## config.mk

```make
export PLATFORM = sky130hd
export DESIGN_NAME = sac_ctrl
export DESIGN_NICKNAME = d
export VERILOG_FILES = /design/src/common/sac_pkg.sv /design/src/rtl/sac_ctrl.sv
export SDC_FILE = /design/constraint.sdc
export NUM_CORES = 1
export LEC_CHECK = 0
export BUFFER_PORTS_ARGS = -buffer_cell sky130_fd_sc_hd__buf_2
export CAP_MARGIN = 20
export CORE_MARGIN = 5
export CORE_UTILIZATION = 25
export CTS_CLUSTER_DIAMETER = 200
export CTS_CLUSTER_SIZE = 12
export DETAILED_ROUTE_END_ITERATION = 8
export PLACE_DENSITY = 0.39
export SYNTH_ARGS = -nofsm -noshare
export SYNTH_HDL_FRONTEND = slang
export SYNTH_SLANG_ARGS = --single-unit
```

## constraint.sdc

```tcl
create_clock -name i_clk -period 3 [get_ports i_clk]
set_input_delay 0.6 -clock i_clk [delete_from_list [all_inputs] [get_ports i_clk]]
set_output_delay 0.6 -clock i_clk [all_outputs]
set_load 0.02 [all_outputs]
```

## src/common/sac_pkg.sv

```systemverilog
// Package of constants and carriers for the SAR conversion control block
// Functional notes
// - Finished code lands in a high-byte and a low-byte result register.
// - Repeat count one gives an unsigned 10-bit code, zero to full scale.
// - Justify 000 right-aligns the code, 100 left-aligns it (0xFFC0 full scale).
// - Result bits not holding the formatted code read as zero.
// - Repeat above one presents the sum, updated after the series' last conversion.
// - Repeat count selects 4, 8, 16, 32 or 64 samples, unsigned sum.
// - A 16-bit accumulator sums results without processor help.
// - Justify may shift the accumulated sum right by one, two or three.
// - Conversion clock divides system clock, or low-power oscillator in burst.
// - Start-mode field picks software, one of four timers, or pin edge.
// - Start-mode value 100 selects the external start pin.
// - Busy reads one throughout a conversion, zero once complete.
// - Busy falling at a series' last conversion sets the done flag; result valid while flag is one.
// - Second and third timers use low overflow in 8-bit, high in 16-bit.
// - Tracking bit zero, burst off: track always except while converting.
// - Tracking bit one: three conversion clocks of tracking after each start.
// - Low-power tracking with pin trigger: track while pin low, convert at rise.
// - Tracking can be shut down during standby or sleep.
// - Burst runs repeat-count conversions per start; else one start each.
package sac_pkg;
  localparam logic [2:0] SM_SOFT   = 3'h0;
  localparam logic [2:0] SM_TMR0   = 3'h1;
  localparam logic [2:0] SM_TMR2   = 3'h2;
  localparam logic [2:0] SM_TMR3   = 3'h3;
  localparam logic [2:0] SM_EXT    = 3'h4;
  localparam logic [2:0] SM_TMRX   = 3'h5;
  localparam int         CODE_W    = 10;
  localparam int         ACC_W     = 16;
  localparam logic [3:0] TRACK_CLKS = 4'h3;
  localparam logic [3:0] CONV_CLKS  = 4'ha;
  localparam logic [2:0] JUST_LEFT  = 3'h4;
  localparam int         LEFT_SHIFT = 6;
  localparam logic [2:0] REP_1  = 3'h0;
  localparam logic [2:0] REP_4  = 3'h1;
  localparam logic [2:0] REP_8  = 3'h2;
  localparam logic [2:0] REP_16 = 3'h3;
  localparam logic [2:0] REP_32 = 3'h4;
  localparam logic [2:0] REP_64 = 3'h5;

  typedef enum logic [1:0] {
    ST_IDLE  = 2'b00,
    ST_TRACK = 2'b01,
    ST_CONV  = 2'b10
  } sac_state_e;

  // Software-owned configuration fields
  typedef struct packed {
    logic [2:0] start_mode_select;
    logic       tracking_mode_bit;
    logic       burst_enable_bit;
    logic [4:0] conv_clock_divider;
    logic [2:0] repeat_count_select;
    logic [2:0] justify_shift_select;
  } sac_cfg_s;

  // Timer overflow strobes and width modes
  typedef struct packed {
    logic tmr0_ovf;
    logic tmr2_lo_ovf;
    logic tmr2_hi_ovf;
    logic tmr2_16bit;
    logic tmr3_lo_ovf;
    logic tmr3_hi_ovf;
    logic tmr3_16bit;
    logic tmrx_ovf;
  } sac_tmr_s;
endpackage

```

## src/rtl/sac_ctrl.sv

```systemverilog
// SAR converter start, track, convert, accumulate and format control
`timescale 1ns/1ns
`default_nettype none
module sac_ctrl (
  input  wire logic              i_clk,
  input  wire logic              i_sys_rst,
  input  wire sac_pkg::sac_cfg_s i_cfg,
  input  wire sac_pkg::sac_tmr_s i_tmr,
  input  wire logic              i_sw_start,
  input  wire logic              i_external_start_pin,
  input  wire logic              i_lpo_clk,
  input  wire logic              i_standby,
  input  wire logic [9:0]        i_sample_code,
  input  wire logic              i_done_clear,
  output logic [7:0]             o_result_high_byte,
  output logic [7:0]             o_result_low_byte,
  output logic                   o_conversion_busy_bit,
  output logic                   o_conversion_done_flag,
  output logic                   o_track,
  output logic                   o_convert
);
  sac_pkg::sac_state_e state_r;
  sac_pkg::sac_state_e state_nxt;
  logic [2:0]  pin_sync_r;
  logic [2:0]  lpo_sync_r;
  logic [4:0]  div_cnt_r;
  logic        sar_tick_r;
  logic [3:0]  ph_r;
  logic [6:0]  cnt_r;
  logic [15:0] acc_r;
  logic        busy_r;
  logic        start_evt;
  logic        pin_rise;
  logic        lpo_rise;
  logic        src_tick;
  logic        conv_end;
  logic        last;
  logic        lp_ext;
  logic [15:0] sum;

  // Repeat field to sample count
  function automatic logic [6:0] reps(input logic [2:0] sel);
    case (sel)
      sac_pkg::REP_4:  reps = 7'h04;
      sac_pkg::REP_8:  reps = 7'h08;
      sac_pkg::REP_16: reps = 7'h10;
      sac_pkg::REP_32: reps = 7'h20;
      sac_pkg::REP_64: reps = 7'h40;
      default:         reps = 7'h01;
    endcase
  endfunction

  // Selected start source, one cycle pulse
  function automatic logic pick_src(input sac_pkg::sac_cfg_s c, input sac_pkg::sac_tmr_s t,
                                    input logic sw, input logic rise);
    case (c.start_mode_select)
      sac_pkg::SM_SOFT: pick_src = sw;
      sac_pkg::SM_TMR0: pick_src = t.tmr0_ovf;
      sac_pkg::SM_TMR2: pick_src = t.tmr2_16bit ? t.tmr2_hi_ovf : t.tmr2_lo_ovf;
      sac_pkg::SM_TMR3: pick_src = t.tmr3_16bit ? t.tmr3_hi_ovf : t.tmr3_lo_ovf;
      sac_pkg::SM_EXT:  pick_src = rise;
      sac_pkg::SM_TMRX: pick_src = t.tmrx_ovf;
      default:          pick_src = 1'b0;
    endcase
  endfunction

  // Pin and oscillator pass two flops; third stage feeds edge detect
  always_ff @(posedge i_clk or posedge i_sys_rst) begin
    if (i_sys_rst) begin
      pin_sync_r <= 3'h0;
      lpo_sync_r <= 3'h0;
    end else begin
      pin_sync_r <= {pin_sync_r[1:0], i_external_start_pin};
      lpo_sync_r <= {lpo_sync_r[1:0], i_lpo_clk};
    end
  end

  assign pin_rise  = pin_sync_r[1] & ~pin_sync_r[2];
  assign lpo_rise  = lpo_sync_r[1] & ~lpo_sync_r[2];
  assign start_evt = pick_src(i_cfg, i_tmr, i_sw_start, pin_rise);
  assign lp_ext    = i_cfg.tracking_mode_bit && (i_cfg.start_mode_select == sac_pkg::SM_EXT);

  // Conversion clock source: oscillator edges in burst, else every cycle
  assign src_tick = i_cfg.burst_enable_bit ? lpo_rise : 1'b1;

  // Conversion clock divider; tick is a one-cycle enable, not a clock
  always_ff @(posedge i_clk or posedge i_sys_rst) begin
    if (i_sys_rst) begin
      div_cnt_r  <= 5'h00;
      sar_tick_r <= 1'b0;
    end else begin
      sar_tick_r <= 1'b0;
      if (src_tick) begin
        if (div_cnt_r >= i_cfg.conv_clock_divider) begin
          div_cnt_r  <= 5'h00;
          sar_tick_r <= 1'b1;
        end else begin
          div_cnt_r <= div_cnt_r + 5'h01;
        end
      end
    end
  end

  assign conv_end = (state_r == sac_pkg::ST_CONV) && sar_tick_r &&
                    (ph_r == sac_pkg::CONV_CLKS - 4'h1);
  assign last     = (cnt_r + 7'h01) >= reps(i_cfg.repeat_count_select);

  // Sequencer next state; busy states ignore new starts
  always_comb begin
    state_nxt = state_r;
    case (state_r)
      sac_pkg::ST_IDLE: begin
        if (start_evt) begin
          // Pin-triggered low-power mode already tracked while pin was low
          if (i_cfg.tracking_mode_bit && !lp_ext) begin
            state_nxt = sac_pkg::ST_TRACK;
          end else begin
            state_nxt = sac_pkg::ST_CONV;
          end
        end
      end
      sac_pkg::ST_TRACK: begin
        if (sar_tick_r && ph_r == sac_pkg::TRACK_CLKS - 4'h1) begin
          state_nxt = sac_pkg::ST_CONV;
        end
      end
      sac_pkg::ST_CONV: begin
        if (conv_end) begin
          if (i_cfg.burst_enable_bit && !last) begin
            state_nxt = i_cfg.tracking_mode_bit ? sac_pkg::ST_TRACK : sac_pkg::ST_CONV;
          end else begin
            state_nxt = sac_pkg::ST_IDLE;
          end
        end
      end
      default: state_nxt = sac_pkg::ST_IDLE;
    endcase
  end

  // State and phase counter in conversion clocks
  always_ff @(posedge i_clk or posedge i_sys_rst) begin
    if (i_sys_rst) begin
      state_r <= sac_pkg::ST_IDLE;
      ph_r    <= 4'h0;
    end else begin
      state_r <= state_nxt;
      if (state_nxt != state_r || conv_end) begin
        ph_r <= 4'h0;
      end else if (state_r != sac_pkg::ST_IDLE && sar_tick_r) begin
        ph_r <= ph_r + 4'h1;
      end
    end
  end

  // Busy high from start to conversion end; held through a burst series
  always_ff @(posedge i_clk or posedge i_sys_rst) begin
    if (i_sys_rst) begin
      busy_r <= 1'b0;
    end else begin
      busy_r <= (state_nxt != sac_pkg::ST_IDLE);
    end
  end

  assign o_conversion_busy_bit = busy_r;

  // Accumulator: sums codes until the repeat count is reached
  assign sum = acc_r + {6'h00, i_sample_code};
  always_ff @(posedge i_clk or posedge i_sys_rst) begin
    if (i_sys_rst) begin
      acc_r <= 16'h0000;
      cnt_r <= 7'h00;
    end else if (conv_end) begin
      if (last) begin
        acc_r <= 16'h0000;
        cnt_r <= 7'h00;
      end else begin
        acc_r <= sum;
        cnt_r <= cnt_r + 7'h01;
      end
    end
  end

  // Result bytes update only after the final conversion of a series
  always_ff @(posedge i_clk or posedge i_sys_rst) begin
    if (i_sys_rst) begin
      o_result_high_byte <= 8'h00;
      o_result_low_byte  <= 8'h00;
    end else if (conv_end && last) begin
      if (i_cfg.justify_shift_select == sac_pkg::JUST_LEFT) begin
        // Left layout meaningful for single samples only
        {o_result_high_byte, o_result_low_byte} <=
          {i_sample_code, {sac_pkg::LEFT_SHIFT{1'b0}}};
      end else begin
        // Right layout, zero fill above; optional shift of the sum
        {o_result_high_byte, o_result_low_byte} <=
          sum >> i_cfg.justify_shift_select[1:0];
      end
    end
  end

  // Done flag: set wins over a simultaneous software clear
  always_ff @(posedge i_clk or posedge i_sys_rst) begin
    if (i_sys_rst) begin
      o_conversion_done_flag <= 1'b0;
    end else if (conv_end && last) begin
      o_conversion_done_flag <= 1'b1;
    end else if (i_done_clear) begin
      o_conversion_done_flag <= 1'b0;
    end
  end

  // Track and convert controls to the analog front end
  always_ff @(posedge i_clk or posedge i_sys_rst) begin
    if (i_sys_rst) begin
      o_track   <= 1'b0;
      o_convert <= 1'b0;
    end else begin
      o_convert <= (state_nxt == sac_pkg::ST_CONV);
      if (i_standby) begin
        o_track <= 1'b0;
      end else if (state_nxt == sac_pkg::ST_TRACK) begin
        o_track <= 1'b1;
      end else if (state_nxt == sac_pkg::ST_IDLE) begin
        o_track <= lp_ext ? ~pin_sync_r[1] :
                   (!i_cfg.tracking_mode_bit && !i_cfg.burst_enable_bit);
      end else begin
        o_track <= 1'b0;
      end
    end
  end
endmodule // sac_ctrl
`default_nettype wire
```

Word level (Yosys, flattened, before mapping)
Cells that the tools add are included.
{ "totals": {"n_memories": 0, "output_inout_bits": 20, "rom_bits": 0, "wordCells": 92, "register_bits": 61, "ram_bits": 0, "latchBits": 0, "inputBits": 41} }
{ "classes": {"n_lt_le_gt_ge": 2, "shifts": 1, "bitwise": 5, "eq_ne": 18, "div": 0, "mul": 0, "mux": 27, "n_reduce_logical": 21, "n_addsub": 4} }
{ "ops": {"columns": ["operator", "n"], "rows": [
  ["$pmux 7 s5", 1],
  ["$add 16x10->16", 1],
  ["$mux 16", 1],
  ["$mux 8", 2],
  ["$shr 16x2->16", 1],
  ["$eq 3x3->1 const B", 5],
  ["$eq 3x2->1 const B", 4],
  ["$mux 2", 6],
  ["$mux 1", 11],
  ["$logic_and 1x1->1", 9],
  ["$mux 4", 2],
  ["$reduce_bool 2->1", 4],
  ["$add 7x1->7 const B", 1],
  ["$ge 7x7->1", 1],
  ["$mux 7", 1],
  ["$eq 3x1->1 const B", 2],
  ["$pmux 1 s6", 1],
  ["$pmux 2 s3", 1],
  ["$add 5x1->5 const B", 1],
  ["$ge 5x5->1", 1],
  ["$mux 5", 1],
  ["$add 4x1->4 const B", 1],
  ["$eq 2x1->1 const B", 2],
  ["$eq 2x2->1 const B", 2],
  ["other kinds (9)", 16]
]} }

Logic depth before layout (Yosys ltp)
{ "logic_depth": {"ltp_word": 12, "ltp_mapped": 12, "mapped_depth_nobuf": 11} }

Worst setup path after synthesis
OpenSTA, ideal clock, no wires.
{ "synth_timing": {"kind": "input -> register", "from": "in i_sample_code[0]", "to": "reg o_result_high_byte[1]", "path_slack_ps": 199, "t_arrival_ps": 2675, "setup_time_ps": 126, "cell_stages": 9, "path_buffers": 0, "required_ps": 2874, "path_cell_list": "ha_1 -> fa_1 -> a21o_1 -> a221oi_4 -> o221a_2 -> nor2_1 -> xnor2_2 -> o22ai_1 -> o32a_1"} }
{ "synth_between": {"elab_chain_cells": 3} }
{ "synth_rtl": {"columns": ["element", "line_no", "rtl"], "rows": [
  ["from (decl)", "sac_ctrl.sv:13", "input wire logic [9:0] i_sample_code,"],
  ["$add 16x10->16", "sac_ctrl.sv:167", "assign sum = acc_r + {6'h00, i_sample_code};"],
  ["$shr 16x2->16", "sac_ctrl.sv:196", "sum >> i_cfg.justify_shift_select[1:0];"],
  ["$mux 8", "sac_ctrl.sv:189", "if (i_cfg.justify_shift_select == sac_pkg::JUST_LEFT) begin"],
  ["to (signal assigned)", "sac_ctrl.sv:191", "{o_result_high_byte, o_result_low_byte} <="],
  ["to (signal assigned)", "sac_ctrl.sv:195", "{o_result_high_byte, o_result_low_byte} <="],
  ["to (decl)", "sac_ctrl.sv:15", "output logic [7:0] o_result_high_byte,"]
]} }
Every way passes these cells.
A chain may end at the register's enable or synchronous reset.

Worst setup path after layout
{ "layout_timing": {"from": "reg cnt_r[1]", "to": "reg acc_r[4]"} }
{ "layout_between": {"elab_chain_cells": 3} }
{ "layout_rtl": {"columns": ["element", "line_no", "rtl"], "rows": [
  ["from (decl)", "sac_ctrl.sv:29", "logic [6:0] cnt_r;"],
  ["from (signal assigned)", "sac_ctrl.sv:178", "cnt_r <= cnt_r + 7'h01;"],
  ["$add 7x1->7", "sac_ctrl.sv:106", "assign last = (cnt_r + 7'h01) >= reps(i_cfg.repeat_count_select);"],
  ["$ge 7x7->1", "sac_ctrl.sv:106", null],
  ["$mux 16", "sac_ctrl.sv:173", "if (last) begin"],
  ["to (signal assigned)", "sac_ctrl.sv:177", "acc_r <= sum;"],
  ["to (decl)", "sac_ctrl.sv:30", "logic [15:0] acc_r;"]
]} }
Every way passes these cells.

==> metrics.yaml <==
status: "finished, final reports clean"
grt_pass1_vias: 3537
synth_commonest_cells: "dfrtp_1 (61), nand2_1 (52), nor2_1 (39), o21ai_0 (39), a21oi_1 (28)"
root_buffer: "clkbuf_16"
cts.sinks: 61
cp-start-kind: "register"
fmax_mhz: 362.1
postCtsSetupBuffers: 0
grt_overflow_total: 0
fin_crit_sh_pct: 92.06
htree_levels: 3
syn_nets: 522
rsz0062_at_grt: "false"
yosys.area.top_type: "dfrtp_1"
wirelength_mm: 11.38
drt_iter0_drc: 147
cp_cell_sequence: "ha_1, nand3_1, xnor2_2, ha_1, a2111oi_0, o21ai_1, buf_4, and2_1, buf_4, o31ai_1"
maxCapViolCount: 0
dr.pass1.iters: 4
hold_viol_final: 0
die_h_um: 138.1
crit_arrival_ns: 2.99
cts_tree: "done"
initial_core_util_pct: 25.65
crit_type: "register to register"
clockBufferDepth: 2
yosys-top-cells-area: "dfrtp_1 (37%), ha_1 (7.9%), o21ai_0 (4.8%)"
dpl_cell_area_um2: 4856
critPathCaptureType: "register"
critPathSlowestCell: "dfrtp_1"
cts-resized-gates: 0
final_cells: 763
slew_headroom_pct: 58.12
ctsHoldBuffers: 0
routed-via-count: 3585
gp_congestion: 0.7856
synth_area_um2: 4104
cp.required_ns: 3.23
cp_max_fo: 15
die_x_um: 138.1
antenna_found_initial: 0
pin_count: 61
power_density_nw_per_um2: 513.7
slowest_delay_ns: 0.39
avgSynthCellArea_um2: 9.040
fin_nets: 610
clk_pin_slew_ns: 0.06
final_area_um2: 5124
ys_warn_count: 0
dieArea_um2: 19080
yosysUniqueCellTypes: 67
ys_ff_latch: 61
syn_to_final_growth_pct: 24.85
fin_skew_ns: 0.008858
setup_viol: 0
ant_nets: 0
grt_pass1_wl_mm: 19.10
synth-edff-count: 0
core_area_um2: 16000
ir_drop_mv: 0.2793
hp-class: "primary input to async pin"
fp-row-count: 46
p_leak_uw: 0.002359
placed_cells: 747
cts_buffers: 9
grt_start_max_net_pins: 38
wire_per_inst_um: 14.92
port_buffers: 60
n_antenna_cell: 0
worst_pin_slew_ns: 0.6273
slew_violations: 0
drive_gt1_share_pct: 24.86
drc: 0
netlist_instances: 454
track_usage_pct: 12.31
synth_top_area_share_pct: 37.20
dp_hpwl_mm: 8.972
avgViaCountPerCell: 4.699
synth_seq_area_share_pct: 37.20
async_flop_share_pct: 100.0
yosys.cell_count.top_type: "dfrtp_1"
yosys_most_used_dff: "dfrtp_1"
holdWs_ns: 0.3460
period_needed_ns: 2.762
clkLatencyLatePin_ns: 0.33
[cell usage in the layout, fill, tap and decap left out, types with 3 or more instances in the layout]
cell type	instances
a211oi_1	7
a21o_1	11
a21oi_1	28
a22o_1	5
a31oi_1	4
buf_2	60
buf_4	33
clkbuf_16	9
clkinv_2	4
dfrtp_1	61
ha_1	26
inv_1	20
mux2_2	3
mux2i_1	8
nand2_1	52
nand2b_1	8
nand3_1	12
nand3b_1	4
nand4_1	3
nor2_1	39
nor2b_1	5
nor3_1	7
o211ai_1	5
o21ai_0	38
o221ai_1	4
o22ai_1	5
o31ai_1	7
o32a_1	3
or3_1	3
or3b_2	4
xnor2_1	8
xor2_1	10
[state kept, by name, indices dropped and copies added (netlist names), 3 cells and up]
name                cells
o_result_low_byte       8
cnt_r                   7
pin_sync_r              3
lpo_sync_r              3
acc_r                  16
div_cnt_r               5
o_result_high_byte      8
ph_r                    4
[kinds of logic after synthesis]
| family | synth area share, % |
|---|---|
| compound gates | 22.56 |
| xor+xnor | 4.451 |
| fa+ha+maj | 8.415 |
| buf+inv | 4.512 |
| flops | 37.20 |
| mux | 3.323 |
| simple gates | 19.54 |
[worst paths after layout]
kind / startpoint / to / slack (ns) / depth (start not counted)
max in group asynchronous: i_sys_rst / cnt_r[4]$_DFFE_PP0P_ / 2.04 / 3
min in group i_clk: lpo_sync_r[0]$_DFF_PP0_ / lpo_sync_r[1]$_DFF_PP0_ / 0.35 / 0
min reg2reg: lpo_sync_r[0]$_DFF_PP0_ / lpo_sync_r[1]$_DFF_PP0_ / 0.35 / 0
max: cnt_r[1]$_DFFE_PP0P_ / acc_r[4]$_DFFE_PP0P_ / 0.24 / 10
min: i_sys_rst / o_result_high_byte[6]$_DFFE_PP0P_ / 0.35 / 2
max reg2reg: cnt_r[1]$_DFFE_PP0P_ / acc_r[4]$_DFFE_PP0P_ / 0.24 / 10
[worst max-delay path, delay by kind of cell, from the launching register on]
| family | cells | cell delay [ns] |
|---|---|---|
| AO/OA/AOI/OAI | 3 | 0.83 |
| XOR/XNOR | 1 | 0.18 |
| adder cells (fa/ha/maj) | 2 | 0.50 |
| buffers and inverters | 2 | 0.40 |
| flip-flops | 1 | 0.39 |
| AND/OR/NAND/NOR | 2 | 0.34 |
[per-stage QoR]
stage / util (%) / setup slack [ns] / power (uW) / setup TNS (ns)
2_1_floorplan: - / 0.1986 / 1478 / 0
3_3_place_gp: 30.35 / -0.03097 / 1722 / -0.1172
3_5_place_dp: 30.35 / -0.08178 / 1727 / -0.5905
4_1_cts: 31.98 / 0.1305 / 2689 / 0
5_1_grt: 32.02 / 0.01017 / 2821 / 0
6_report: 32.02 / 0.2382 / 2632 / 0
[area by class of cell]
cell class	instances	area, um2
multi-input combinational	354	2400
clock buffer	11	232.7
inverter	21	78.83
timing repair buffer	95	588.1
sequential	61	1526
tap	216	270.3
clock inverter	5	27.53
fill	1742	10880
[routing by layer]
| metal | global-route usage [%] | up-vias | wire length [um] |
|---|---|---|---|
| met4 | 3.796 | 0 | 180 |
| met2 | 18.83 | 64 | 5061 |
| li1 | - | 1835 | - |
| met3 | 3.345 | 11 | 409 |
| met5 | 0 | - | 0 |
| met1 | 16.98 | 1675 | 5732 |
[where the power goes]
part	switching, uW	internal [uW]	total [uW]
combinational	383	303	685
clock	375	553	928
sequential	94.5	924	1020
No activity file was read; power rests on OpenSTA's default activity.
